### src/hdl/amr_pkg.sv
// package: register map, field layouts and bus carriers of the alert mask register slice
package amr_pkg;

   // bus geometry
   localparam int DATA_W = 32;
   localparam int ADR_W  = 10;

   // register indices; byte address is four times the index
   localparam logic [7:0] IDX_MASK_TWO     = 8'h75;
   localparam logic [7:0] IDX_VOLT_LOW     = 8'h76;
   localparam logic [7:0] IDX_MIXED_LOW    = 8'h77;
   localparam logic [7:0] IDX_CONFIG_THREE = 8'h78;
   localparam logic [7:0] IDX_VOLT_HIGH    = 8'h20;
   localparam logic [7:0] IDX_MIXED_HIGH   = 8'h24;
   localparam logic [7:0] IDX_IRQ_STATUS   = 8'h90;
   localparam logic [7:0] IDX_IRQ_CLEAR    = 8'h91;
   localparam logic [7:0] IDX_IRQ_ENABLE   = 8'h92;
   localparam logic [7:0] IDX_PIN_SETUP    = 8'h93;

   // reset values
   localparam logic [7:0] MASK_TWO_RESET     = 8'h00;
   localparam logic [7:0] CONFIG_THREE_RESET = 8'h00;
   localparam logic [7:0] IRQ_ENABLE_RESET   = 8'h00;
   localparam logic [7:0] PIN_SETUP_RESET    = 8'h01;
   localparam logic [7:0] LOW_BITS_RESET     = 8'h00;

   // measurement geometry
   localparam int CHANNELS     = 4;
   localparam int RESULT_WIDTH = 10;
   localparam int LOW_FIELD_W  = 2;
   localparam int BYTE_W       = 8;

   // mask layout, shared by the sticky status and enable registers
   typedef struct packed {
      logic remote_two_diode_mask;
      logic remote_one_diode_mask;
      logic fan_four_or_timer_mask;
      logic fan_three_fault_mask;
      logic fan_two_fault_mask;
      logic fan_one_fault_mask;
      logic summary_limit_mask;
      logic twelve_volt_mask;
   } amr_mask_type;

   typedef struct packed {
      logic [6:0] other;
      logic       alert_enable;
   } amr_config_three_type;

   typedef struct packed {
      logic [5:0] other;
      logic       pin14_thermal;
      logic       twelve_volt_mode;
   } amr_pin_setup_type;

   // raw fault conditions from the monitor core
   typedef struct packed {
      logic remote_two_diode;
      logic remote_one_diode;
      logic thermal_timer;
      logic fan_four;
      logic fan_three;
      logic fan_two;
      logic fan_one;
      logic summary_limit_flag;
      logic twelve_volt_limit;
   } amr_fault_type;

   typedef struct packed {
      logic              cyc;
      logic              stb;
      logic              we;
      logic [ADR_W-1:0]  adr;
      logic [3:0]        sel;
      logic [DATA_W-1:0] dat;
   } amr_wb_req_type;

   typedef struct packed {
      logic              ack;
      logic [DATA_W-1:0] dat;
   } amr_wb_rsp_type;

   function automatic logic amr_hits(amr_wb_req_type r, logic [7:0] idx);
      return (r.adr[1:0] == 2'h0) && (r.adr[ADR_W-1:2] == idx);
   endfunction

endpackage

### src/hdl/amr_alert_gate.sv
// alert source mapping and masked alert level
`timescale 1ns/1ps
module amr_alert_gate (
   // clock and reset
   input  wire logic                       clk,
   input  wire logic                       rst,
   // sources and setup
   input  wire amr_pkg::amr_fault_type     faults,
   input  wire amr_pkg::amr_pin_setup_type pin_setup,
   input  wire amr_pkg::amr_mask_type      mask,
   input  wire amr_pkg::amr_mask_type      status,
   // results
   output amr_pkg::amr_mask_type           events,
   output logic                            alert
);
   logic next_alert;

   always_comb begin
      events = '0;
      // the channel only exists while the pin measures twelve volts
      events.twelve_volt_mask = faults.twelve_volt_limit & pin_setup.twelve_volt_mode;
      events.summary_limit_mask = faults.summary_limit_flag;
      events.fan_one_fault_mask = faults.fan_one;
      events.fan_two_fault_mask = faults.fan_two;
      events.fan_three_fault_mask = faults.fan_three;
      events.fan_four_or_timer_mask = pin_setup.pin14_thermal ? faults.thermal_timer
                                                              : faults.fan_four;
      events.remote_one_diode_mask = faults.remote_one_diode;
      events.remote_two_diode_mask = faults.remote_two_diode;
   end

   // mask gates only the alert, never the status itself
   always_comb begin
      next_alert = |(status & ~mask);
   end

   always_ff @(posedge clk) begin
      if (rst) begin
         alert <= 1'h0;
      end else begin
         alert <= next_alert;
      end
   end

endmodule

### src/hdl/amr_low_bits_freeze.sv
// low-bit register of one result group with read-triggered freeze
`timescale 1ns/1ps
module amr_low_bits_freeze #(
   parameter int WIDTH = amr_pkg::RESULT_WIDTH,
   parameter int N     = amr_pkg::CHANNELS
) (
   // clock and reset
   input  wire logic                           clk,
   input  wire logic                           rst,
   // new results
   input  wire logic [N-1:0][WIDTH-1:0]        results,
   input  wire logic                           update,
   // read strobes
   input  wire logic                           read_low,
   input  wire logic [N-1:0]                   read_high,
   // held values
   output logic [N*amr_pkg::LOW_FIELD_W-1:0]   low_bits,
   output logic [N-1:0][WIDTH-3:0]             high_bits,
   output logic                                frozen
);
   localparam int LW = amr_pkg::LOW_FIELD_W;

   logic [N-1:0]                 pending;
   logic [N-1:0]                 next_pending;
   logic [N*LW-1:0]              next_low_bits;
   logic [N-1:0][WIDTH-3:0]      next_high_bits;

   always_comb begin
      next_pending = pending & ~read_high;
      if (read_low) begin
         next_pending = '1;
      end
      next_low_bits  = low_bits;
      next_high_bits = high_bits;
      // a conversion landing on the freezing read is dropped to keep pairs coherent
      if (update && !frozen && !read_low) begin
         for (int i = 0; i < N; i++) begin
            next_low_bits[i*LW +: LW] = results[i][LW-1:0];
            next_high_bits[i]         = results[i][WIDTH-1:LW];
         end
      end
   end

   always_ff @(posedge clk) begin
      if (rst) begin
         pending   <= '0;
         low_bits  <= '0;
         high_bits <= '0;
      end else begin
         pending   <= next_pending;
         low_bits  <= next_low_bits;
         high_bits <= next_high_bits;
      end
   end

   assign frozen = |pending;

endmodule

### src/hdl/amr_top.sv
// alert mask, extended resolution and shared pin register slice on classic wishbone
// Notes on behaviour
// - mask bit 0 blocks twelve volt limit alert while pin measures twelve volts
// - mask bit 1 blocks alerts caused by the summary limit flag
// - mask bits 2, 3, 4 block fan one, two, three fault alerts
// - mask bit 5 blocks fan four or thermal timer alert per pin mode
// - mask bits 6, 7 block remote one and two diode fault alerts
// - second mask register reads zero after reset
// - first low-bit register read-only: 2.5 V, core, supply, 5 V fields
// - second low-bit register read-only: 12 V, remote one, local, remote two
// - reading low bits freezes them and matching high bytes until read
// - config three bit 0 selects alert output or fan two drive on shared pin
//
// Added by the designer: the Wishbone register port.
`timescale 1ns/1ps
module amr_top #(
   parameter int RESULT_WIDTH = amr_pkg::RESULT_WIDTH
) (
   // clock and reset
   input  wire logic                                       clk,
   input  wire logic                                       rst,
   // wishbone slave
   input  wire amr_pkg::amr_wb_req_type                    wb_req,
   output amr_pkg::amr_wb_rsp_type                         wb_rsp,
   // fault conditions
   input  wire amr_pkg::amr_fault_type                     faults,
   // conversion results
   input  wire logic [amr_pkg::CHANNELS-1:0][RESULT_WIDTH-1:0] voltage_results,
   input  wire logic [amr_pkg::CHANNELS-1:0][RESULT_WIDTH-1:0] mixed_results,
   input  wire logic                                       results_update,
   // shared pin
   input  wire logic                                       fan_two_drive_output,
   output logic                                            shared_pin_out,
   output logic                                            shared_pin_oe_n,
   // interrupt
   output logic                                            irq
);
   localparam int N  = amr_pkg::CHANNELS;
   localparam int HW = RESULT_WIDTH - amr_pkg::LOW_FIELD_W;

   // high bytes must fit a register and leave the two low bits
   if (RESULT_WIDTH < 3 || HW > amr_pkg::BYTE_W) begin : g_bad_width
      $error("RESULT_WIDTH must lie between 3 and 10");
   end

   // each low-bit register packs one two-bit field per channel into one byte
   if (N * amr_pkg::LOW_FIELD_W != amr_pkg::BYTE_W) begin : g_bad_lanes
      $error("low-bit fields of all channels must fill one byte");
   end

   // bus request decode
   logic req_live;
   logic commit_wr;
   logic commit_rd;
   logic lane_ok;
   logic take_rd;

   // registers
   amr_pkg::amr_mask_type         mask_two;
   amr_pkg::amr_mask_type         next_mask_two;
   amr_pkg::amr_config_three_type config_three;
   amr_pkg::amr_config_three_type next_config_three;
   amr_pkg::amr_pin_setup_type    pin_setup;
   amr_pkg::amr_pin_setup_type    next_pin_setup;
   amr_pkg::amr_mask_type         irq_status;
   amr_pkg::amr_mask_type         next_irq_status;
   amr_pkg::amr_mask_type         irq_enable;
   amr_pkg::amr_mask_type         next_irq_enable;
   amr_pkg::amr_mask_type         irq_clear;
   amr_pkg::amr_wb_rsp_type       next_wb_rsp;
   logic                          next_irq;
   logic                          next_pin_out;
   logic                          next_pin_oe_n;

   // alert gate
   amr_pkg::amr_mask_type         events;
   logic                          alert;

   // low-bit groups
   logic                          rd_volt_low;
   logic                          rd_mixed_low;
   logic [N-1:0]                  rd_volt_high;
   logic [N-1:0]                  rd_mixed_high;
   logic [N*amr_pkg::LOW_FIELD_W-1:0] volt_low;
   logic [N*amr_pkg::LOW_FIELD_W-1:0] mixed_low;
   logic [N-1:0][HW-1:0]          volt_high;
   logic [N-1:0][HW-1:0]          mixed_high;
   logic                          volt_frozen;
   logic                          mixed_frozen;

   logic [amr_pkg::BYTE_W-1:0]    read_byte;

   function automatic logic [amr_pkg::BYTE_W-1:0] widen(logic [HW-1:0] v);
      logic [amr_pkg::BYTE_W-1:0] b;
      b = '0;
      b[HW-1:0] = v;
      return b;
   endfunction

   // ack rises one cycle after the request, effects land on the edge that samples it
   always_comb begin
      req_live  = wb_req.cyc & wb_req.stb;
      lane_ok   = wb_req.sel[0];
      take_rd   = req_live & ~wb_rsp.ack & ~wb_req.we;
      commit_wr = req_live & wb_rsp.ack & wb_req.we & lane_ok;
      commit_rd = req_live & wb_rsp.ack & ~wb_req.we;
   end

   // low-bit reads freeze on the taking edge, so no update lands under the returned byte
   // high-byte reads release on the ack edge, after their data is already registered
   always_comb begin
      rd_volt_low  = take_rd & amr_pkg::amr_hits(wb_req, amr_pkg::IDX_VOLT_LOW);
      rd_mixed_low = take_rd & amr_pkg::amr_hits(wb_req, amr_pkg::IDX_MIXED_LOW);
      for (int i = 0; i < N; i++) begin
         rd_volt_high[i]  = commit_rd & amr_pkg::amr_hits(wb_req,
                               amr_pkg::IDX_VOLT_HIGH + 8'(i));
         rd_mixed_high[i] = commit_rd & amr_pkg::amr_hits(wb_req,
                               amr_pkg::IDX_MIXED_HIGH + 8'(i));
      end
   end

   // read mux; unmapped and write-only locations read zero
   // decoded from the live address, so the byte is ready at the taking edge
   always_comb begin
      read_byte = '0;
      if (amr_pkg::amr_hits(wb_req, amr_pkg::IDX_MASK_TWO)) begin
         read_byte = mask_two;
      end
      if (amr_pkg::amr_hits(wb_req, amr_pkg::IDX_VOLT_LOW)) begin
         read_byte = volt_low;
      end
      if (amr_pkg::amr_hits(wb_req, amr_pkg::IDX_MIXED_LOW)) begin
         read_byte = mixed_low;
      end
      if (amr_pkg::amr_hits(wb_req, amr_pkg::IDX_CONFIG_THREE)) begin
         read_byte = config_three;
      end
      if (amr_pkg::amr_hits(wb_req, amr_pkg::IDX_IRQ_STATUS)) begin
         read_byte = irq_status;
      end
      if (amr_pkg::amr_hits(wb_req, amr_pkg::IDX_IRQ_ENABLE)) begin
         read_byte = irq_enable;
      end
      if (amr_pkg::amr_hits(wb_req, amr_pkg::IDX_PIN_SETUP)) begin
         read_byte = pin_setup;
      end
      for (int i = 0; i < N; i++) begin
         if (amr_pkg::amr_hits(wb_req, amr_pkg::IDX_VOLT_HIGH + 8'(i))) begin
            read_byte = widen(volt_high[i]);
         end
         if (amr_pkg::amr_hits(wb_req, amr_pkg::IDX_MIXED_HIGH + 8'(i))) begin
            read_byte = widen(mixed_high[i]);
         end
      end
   end

   // bus response
   // a strobe held past ack is answered again every other cycle
   always_comb begin
      next_wb_rsp     = '0;
      next_wb_rsp.ack = req_live & ~wb_rsp.ack;
      if (req_live && !wb_rsp.ack && !wb_req.we) begin
         next_wb_rsp.dat = {{(amr_pkg::DATA_W - amr_pkg::BYTE_W){1'h0}}, read_byte};
      end
   end

   // software-written registers; low-bit registers take no writes
   // misaligned and unmapped writes are dropped without an error response
   always_comb begin
      next_mask_two     = mask_two;
      next_config_three = config_three;
      next_irq_enable   = irq_enable;
      next_pin_setup    = pin_setup;
      irq_clear         = '0;
      if (commit_wr) begin
         if (amr_pkg::amr_hits(wb_req, amr_pkg::IDX_MASK_TWO)) begin
            next_mask_two = wb_req.dat[amr_pkg::BYTE_W-1:0];
         end
         if (amr_pkg::amr_hits(wb_req, amr_pkg::IDX_CONFIG_THREE)) begin
            next_config_three = wb_req.dat[amr_pkg::BYTE_W-1:0];
         end
         if (amr_pkg::amr_hits(wb_req, amr_pkg::IDX_IRQ_ENABLE)) begin
            next_irq_enable = wb_req.dat[amr_pkg::BYTE_W-1:0];
         end
         if (amr_pkg::amr_hits(wb_req, amr_pkg::IDX_PIN_SETUP)) begin
            next_pin_setup = wb_req.dat[amr_pkg::BYTE_W-1:0];
         end
         if (amr_pkg::amr_hits(wb_req, amr_pkg::IDX_IRQ_CLEAR)) begin
            irq_clear = wb_req.dat[amr_pkg::BYTE_W-1:0];
         end
      end
   end

   // sticky status: a new event beats a clear in the same cycle
   // clearing status also drops the alert, which reads the same bits
   always_comb begin
      next_irq_status = (irq_status & ~irq_clear) | events;
      next_irq        = |(irq_status & irq_enable);
   end

   // shared pin: open-drain alert pulled low, or push-pull fan two drive
   always_comb begin
      if (config_three.alert_enable) begin
         next_pin_out  = 1'h0;
         next_pin_oe_n = ~alert;
      end else begin
         next_pin_out  = fan_two_drive_output;
         next_pin_oe_n = 1'h0;
      end
   end

   // bus response registers
   always_ff @(posedge clk) begin
      if (rst) begin
         wb_rsp <= '0;
      end else begin
         wb_rsp <= next_wb_rsp;
      end
   end

   // software registers; config_three bits 7:1 are stored but drive nothing
   always_ff @(posedge clk) begin
      if (rst) begin
         mask_two     <= amr_pkg::MASK_TWO_RESET;
         config_three <= amr_pkg::CONFIG_THREE_RESET;
         irq_enable   <= amr_pkg::IRQ_ENABLE_RESET;
         pin_setup    <= amr_pkg::PIN_SETUP_RESET;
      end else begin
         mask_two     <= next_mask_two;
         config_three <= next_config_three;
         irq_enable   <= next_irq_enable;
         pin_setup    <= next_pin_setup;
      end
   end

   // status and interrupt; irq lags status by one cycle
   always_ff @(posedge clk) begin
      if (rst) begin
         irq_status <= '0;
         irq        <= 1'h0;
      end else begin
         irq_status <= next_irq_status;
         irq        <= next_irq;
      end
   end

   // shared pin registers
   always_ff @(posedge clk) begin
      if (rst) begin
         shared_pin_out  <= 1'h0;
         shared_pin_oe_n <= 1'h0;
      end else begin
         shared_pin_out  <= next_pin_out;
         shared_pin_oe_n <= next_pin_oe_n;
      end
   end

   amr_alert_gate u_alert_gate (
      .clk       (clk),
      .rst       (rst),
      .faults    (faults),
      .pin_setup (pin_setup),
      .mask      (mask_two),
      .status    (irq_status),
      .events    (events),
      .alert     (alert)
   );

   // 2.5 V, core, supply, 5 V
   amr_low_bits_freeze #(
      .WIDTH (RESULT_WIDTH),
      .N     (N)
   ) u_volt_group (
      .clk       (clk),
      .rst       (rst),
      .results   (voltage_results),
      .update    (results_update),
      .read_low  (rd_volt_low),
      .read_high (rd_volt_high),
      .low_bits  (volt_low),
      .high_bits (volt_high),
      .frozen    (volt_frozen)
   );

   // 12 V, remote one, local, remote two
   amr_low_bits_freeze #(
      .WIDTH (RESULT_WIDTH),
      .N     (N)
   ) u_mixed_group (
      .clk       (clk),
      .rst       (rst),
      .results   (mixed_results),
      .update    (results_update),
      .read_low  (rd_mixed_low),
      .read_high (rd_mixed_high),
      .low_bits  (mixed_low),
      .high_bits (mixed_high),
      .frozen    (mixed_frozen)
   );

endmodule

### config.mk
export PLATFORM = sky130hd
export DESIGN_NAME = amr_top
export DESIGN_NICKNAME = d
export VERILOG_FILES = /design/src/hdl/amr_pkg.sv /design/src/hdl/amr_alert_gate.sv /design/src/hdl/amr_low_bits_freeze.sv /design/src/hdl/amr_top.sv
export SDC_FILE = /design/constraint.sdc
export NUM_CORES = 1
export LEC_CHECK = 0
export CAP_MARGIN = 40
export CORE_ASPECT_RATIO = 1.1
export CORE_MARGIN = 10
export CORE_UTILIZATION = 30
export CTS_CLUSTER_DIAMETER = 50
export DETAILED_ROUTE_END_ITERATION = 10
export DONT_BUFFER_PORTS = 1
export PLACE_DENSITY = 0.46
export SYNTH_ARGS = -nofsm -noshare
export SYNTH_HDL_FRONTEND = slang
export SYNTH_SLANG_ARGS = --single-unit
### constraint.sdc
create_clock -name clk -period 2.4 [get_ports clk]
set_input_delay 0 -clock clk [delete_from_list [all_inputs] [get_ports clk]]
set_output_delay 0 -clock clk [all_outputs]
set_load 0.02 [all_outputs]
# --- Word-level counts from Yosys, hierarchy flattened ---
# Index checks and enable logic that the tools add are counted.
op_classes:
  eq_ne: 16
  n_mux: 20
  bitwise: 33
  n_reduce_logical: 40
op_table:
  columns: ["operator", "count"]
  rows:
  - ["2-to-1 mux 8 bit", 17]
  - ["equality test 8 x 6 -> 1 bit (second input constant)", 8]
  - ["equality test 8 x 7 -> 1 bit (second input constant)", 4]
  - ["equality test 8 bit (second input constant)", 4]
  - ["bitwise AND 8 bit", 3]
  - ["logical AND 1 bit", 22]
  - ["bitwise AND 1 bit", 18]
  - ["NOT 8 bit", 2]
  - ["OR reduction 8 bit", 2]
  - ["bitwise AND 4 bit", 2]
  - ["2-to-1 mux 4 bit", 2]
  - ["NOT 4 bit", 2]
  - ["bitwise OR 8 bit", 1]
  - ["AND reduction 2 bit", 4]
  - ["OR reduction 4 bit", 2]
  - ["logical NOT 1 bit", 6]
  - ["OR reduction 2 bit", 3]
  - ["NOT 1 bit", 5]
  - ["logical NOT 2 bit", 1]
  - ["2-to-1 mux 1 bit", 1]
totals:
  ff_bits: 165
  input_bits: 142
  out_inout_bits: 36

# --- Depth between registers and ports, before layout ---
depth:
  depth_word: 17
  depth_mapped: 9
  depth_no_buf: 6

# --- By module ---
# A second synthesis with hierarchy kept.
unflattened:
  cells_unflattened: 823
  hier_area_um2: 7499.7
by_module_without_submodules:
  columns: ["mod", "instances", "cells_each", "area_each_um2"]
  rows:
  - ["amr_low_bits_freeze", 2, 191, 1940.6]
  - ["amr_top", 1, 420, 3462.1]
  - ["amr_alert_gate", 1, 21, 156.4]

# --- Worst setup path before layout ---
# Ideal clock, no wire load.
synth_path:
  kind: "register -> register"
  start: "register wb_rsp[32] (netlist bit)"
  end: "register irq_enable[0] (netlist bit)"
  stages_incl_launch_ff: 8
  arrival_ns: 1.965
  required_time_ns: 2.272
  slack_ns: 0.308
  path_buffers: 2
  path_cell_list: "dfxtp_1 and3_1 and3_1 clkbuf_1 buf_1 nand4_1 mux2i_1 nor2_1"
synth_between:
  elab_chain_cells: 4
synth_lines:
  columns: ["item", "line", "source"]
  rows:
  - ["from (decl)", "amr_top.sv:24", "output amr_pkg::amr_wb_rsp_type wb_rsp,"]
  - ["from (signal assigned)", "amr_top.sv:217", "wb_rsp <= next_wb_rsp;"]
  - ["bitwise AND 1 bit (3 in series)", "amr_top.sv:105", "commit_wr = req_live & wb_rsp.ack & wb_req.we & lane_ok;"]
  - ["AND reduction 2 bit (no source line)", null, null]
  - ["to (signal assigned)", "amr_top.sv:226", "irq_enable <= amr_pkg::IRQ_ENABLE_RESET;"]
  - ["to (signal assigned)", "amr_top.sv:231", "irq_enable <= next_irq_enable;"]
  - ["to (decl)", "amr_top.sv:67", "amr_pkg::amr_mask_type irq_enable;"]
# No other way between the ends.
# A chain may end at the register's enable or synchronous reset.

# --- Worst setup path after layout ---
layout_path:
  start: "register wb_rsp[32] (netlist bit)"
  end: "register u_volt_group.pending[2]"
layout_between:
  elab_chain_cells: 6
  word_cells_on_any_way: 10
layout_lines:
  columns: ["item", "line", "source"]
  rows:
  - ["bitwise AND 1 bit (2 in series)", "amr_top.sv:106", "commit_rd = req_live & wb_rsp.ack & ~wb_req.we;"]
  - ["bitwise AND 1 bit", "amr_top.sv:115", "rd_volt_high[i] = commit_rd & amr_pkg::amr_hits(wb_req,"]
  - ["NOT 4 bit", "amr_low_bits_freeze.sv:29", "next_pending = pending & ~read_high;"]
  - ["bitwise AND 4 bit", "amr_low_bits_freeze.sv:29", null]
  - ["2-to-1 mux 4 bit *", "amr_low_bits_freeze.sv:30", "if (read_low) begin"]
  - ["to (signal assigned)", "amr_low_bits_freeze.sv:50", "pending <= next_pending;"]
  - ["to (decl)", "amr_low_bits_freeze.sv:23", "logic [N-1:0] pending;"]
# Mark *: on every way between the ends. The rest lies on a longest branch, timed or not.

==> run summary <==
#FFs+latches synth = 141
Rel. slew slack = 48.8%
io pins = 178
routed length per instance = 19.7 um
Power Dens Cells = 672 nW/um^2
via/cell ratio = 5.10
min-delay worst type = input port to flip-flop
H-tree level count = 4
DIE WIDTH = 161 um
Max-Cap Viols = 0
TritonCTS clock tree = built
clk slew on worst S/H paths = 0.06 ns
setup slack after layout = 0.219 ns
Residual DRC = 0
post-cts resize count = 0
final net count = 1059
Area Growth Syn to Fin = 28.5%
endpoints failing setup = 0
crit share post-route = 90.9%
Synth area leader = dfxtp_1
Post-Syn Area per Cell = 7.85 um^2
die area = 28000 um^2
min cycle time layout = 2.18 ns
most frequent cell on the critical path = nand2b_1
n_diodes = 0
share of the synthesized area in the top cell type = 43.3%
Post-Route WL = 24100 um
hold_buf cts = 105
Final Hold Fails = 9
WP data arrival = 2.49 ns
Detailed Routing Iterations Pass 1 = 5
largest net degree at the start of global routing = 131
initial antenna violation count = 0
number of global-route vias before repair = 6360
FMAX = 0.458 GHz
routability cong. = 0.860
status = finished, violations left
Unique masters post-synth = 58
CTS Root Cell = clkbuf_16
global-route wire length before repair = 37100 um
core area = 21400 um^2
yosys warns = 0
hpwl dp = 17100 um
setup slack, reg-to-reg = 0.22 ns
unrepaired setup endpoints after global routing = no
fillers = 2301
failing checks = negative hold slack
CP Data Required Time = 2.71 ns
reg2reg end = u_volt_group.pending[2]$_SDFF_PP0_
Layout Skew = 0.00923 ns
CP max stage cell = dlygate4sd3_1
Gate Count Post-Synth = 831
cell area after synthesis = 6520 um^2
CP startpoint kind = flip-flop
Hold EP = u_volt_group.high_bits[21]$_SDFFE_PP0P_
Final TNS setup = 0 ns
Max Fanout on Critical Path = 6
list of most frequent post-synthesis cells = 203 x nand2_1, 141 x dfxtp_1, 121 x a21oi_1
Setup Crit Path Kind = flip-flop to flip-flop
post-route ant nets = 0
Vias = 6214
maximum vdd ir drop = 0.000479 V
Iter 0 DRT Violations = 403
Placement Setup Slack = 0.356 ns
final instance area = 8380 um^2
Buf/Inv on CP = 1
ratio of cells with drive above 1 in the final layout = 6.90%
CTS sink count = 141
critical path cell sequence = and3_1, nand2b_1, nand2b_1, o31ai_1, a21oi_1, dlygate4sd3_1
Post-CTS Setup Bufs = 0
FF-to-FF path depth = 6
worst r2r src = wb_rsp[32]$_SDFF_PP0_
placed cell area = 6750 um^2
Max Transition Viols Final = 0
Synth area leaders = dfxtp_1 43%, nand2_1 12%, a21oi_1 9.3%
gr usage total = 16.8%
Post-synth ARST share = 0%
EDFF count, synth = 0
Slew @ Worst Pin = 0.766 ns
worst setup path start = wb_rsp[32]$_SDFF_PP0_
worst hold slack = -0.0207 ns
Placement Rows = 56
crit path capture type = flip-flop
IO buf count = 0
leak pwr = 3.29 nW
Total Power = 5.63 mW
Hold Path Origin = rst
remaining global-route overflow = 0
clock buffer count from CTS = 17
most common cell in the netlist = nand2_1
Seq/Total Area, Yosys = 43.3%
Die Ht = 175 um
worst hold path cell count = 2
Clock Latency Late Sink = 0.43 ns
Crit path largest cell delay = 0.56 ns
Top FF cell, synth = dfxtp_1
CP top delay family = simple AND/OR/NAND/NOR gates
initial core utilization = 30.5%
maximum root-to-sink buffer count = 2
==> sequential cells by signal, indices dropped and copies added, names as in the netlist <==
signal / count
shared_pin_oe_n: 1
u_mixed_group.high_bits: 32
u_volt_group.high_bits: 32
irq_enable: 8
mask_two: 8
irq_status: 8
pin_setup: 8
wb_rsp: 9
config_three: 8
u_mixed_group.pending: 4
u_volt_group.low_bits: 8
shared_pin_out: 1
u_mixed_group.low_bits: 8
irq: 1
u_volt_group.pending: 4
u_alert_gate.alert: 1
==> worst max path at each step <==
stage / slack (ns) / depth (start not counted) / endpoint
finish: 0.22 / 6 / u_volt_group.pending[2]$_SDFF_PP0_
global route: 0.07 / 6 / u_volt_group.pending[2]$_SDFF_PP0_
CTS: 0.22 / 6 / u_volt_group.pending[2]$_SDFF_PP0_
detailed placement: 0.36 / 6 / wb_rsp[1]$_SDFF_PP0_
global placement: 0.37 / 6 / u_volt_group.high_bits[23]$_SDFFE_PP0P_
floorplan: 0.31 / 7 / irq_enable[0]$_SDFFE_PP0P_
==> cell usage in the layout, fill, tap and decap left out, types with 6 or more instances in the layout <==
cell type	count
nand2_1	203
dfxtp_1	141
a21oi_1	121
dlygate4sd3_1	104
nor2_1	55
mux2i_1	36
conb_1	24
nand3_1	20
o21ai_0	20
buf_4	19
clkbuf_16	17
o22ai_1	14
a22oi_1	12
inv_1	11
nand2b_1	10
nor3_1	10
and3_1	8
a221oi_1	6
mux2_2	6
==> layout make-up <==
type / instances / area, um^2 / share of cell area (%)
Clock inverter: 9 / 115 / 1.37
Inverter: 11 / 41.3 / 0.492
Clock buffer: 21 / 450 / 5.37
Timing Repair Buffer: 126 / 1250 / 14.9
Multi-Input combinational cell: 620 / 3340 / 39.8
Tap cell: 290 / 363 / 4.33
Sequential cell: 141 / 2820 / 33.7
==> routing by layer <==
layer | GRT usage, % | vias up | wire [um]
met5 | 0 | - | 0
met1 | 20.5 | 2980 | 10600
met2 | 28.4 | 168 | 11800
met4 | 5.21 | 0 | 487
li1 | - | 3029 | -
met3 | 4.11 | 37 | 1130
==> worst register-to-register path, stage by stage, from the launching register on <==
cell	delay, ns
dfxtp_1	0.54
and3_1	0.24
nand2b_1	0.13
nand2b_1	0.26
o31ai_1	0.26
a21oi_1	0.09
dlygate4sd3_1	0.56
==> metrics by stage <==
step | std cells | util [%]
after floorplan | 854 | -
after CTS | 1218 | 39.2
final | 1218 | 39.2
after global routing | 1218 | 39.2
after global placement | 1083 | 31.6
after detailed placement | 1083 | 31.6
==> kinds of logic after synthesis <==
group                  after synthesis  synth area share, %
and+or+nand+nor                    333                 22.2
AOI/OAI and AO/OA                  219                 20.3
DFF                                141                 43.3
buffers and inverters               93                 6.92
muxes                               44                 7.25
other                                1               0.0575
==> where the power goes <==
part           internal (mW)  leakage (nW)  switching [mW]
logic                  0.244          1.86           0.304
clock network           1.55         0.275            1.04
registers               2.43          1.15          0.0634
No activity file was read; power rests on OpenSTA's default activity.
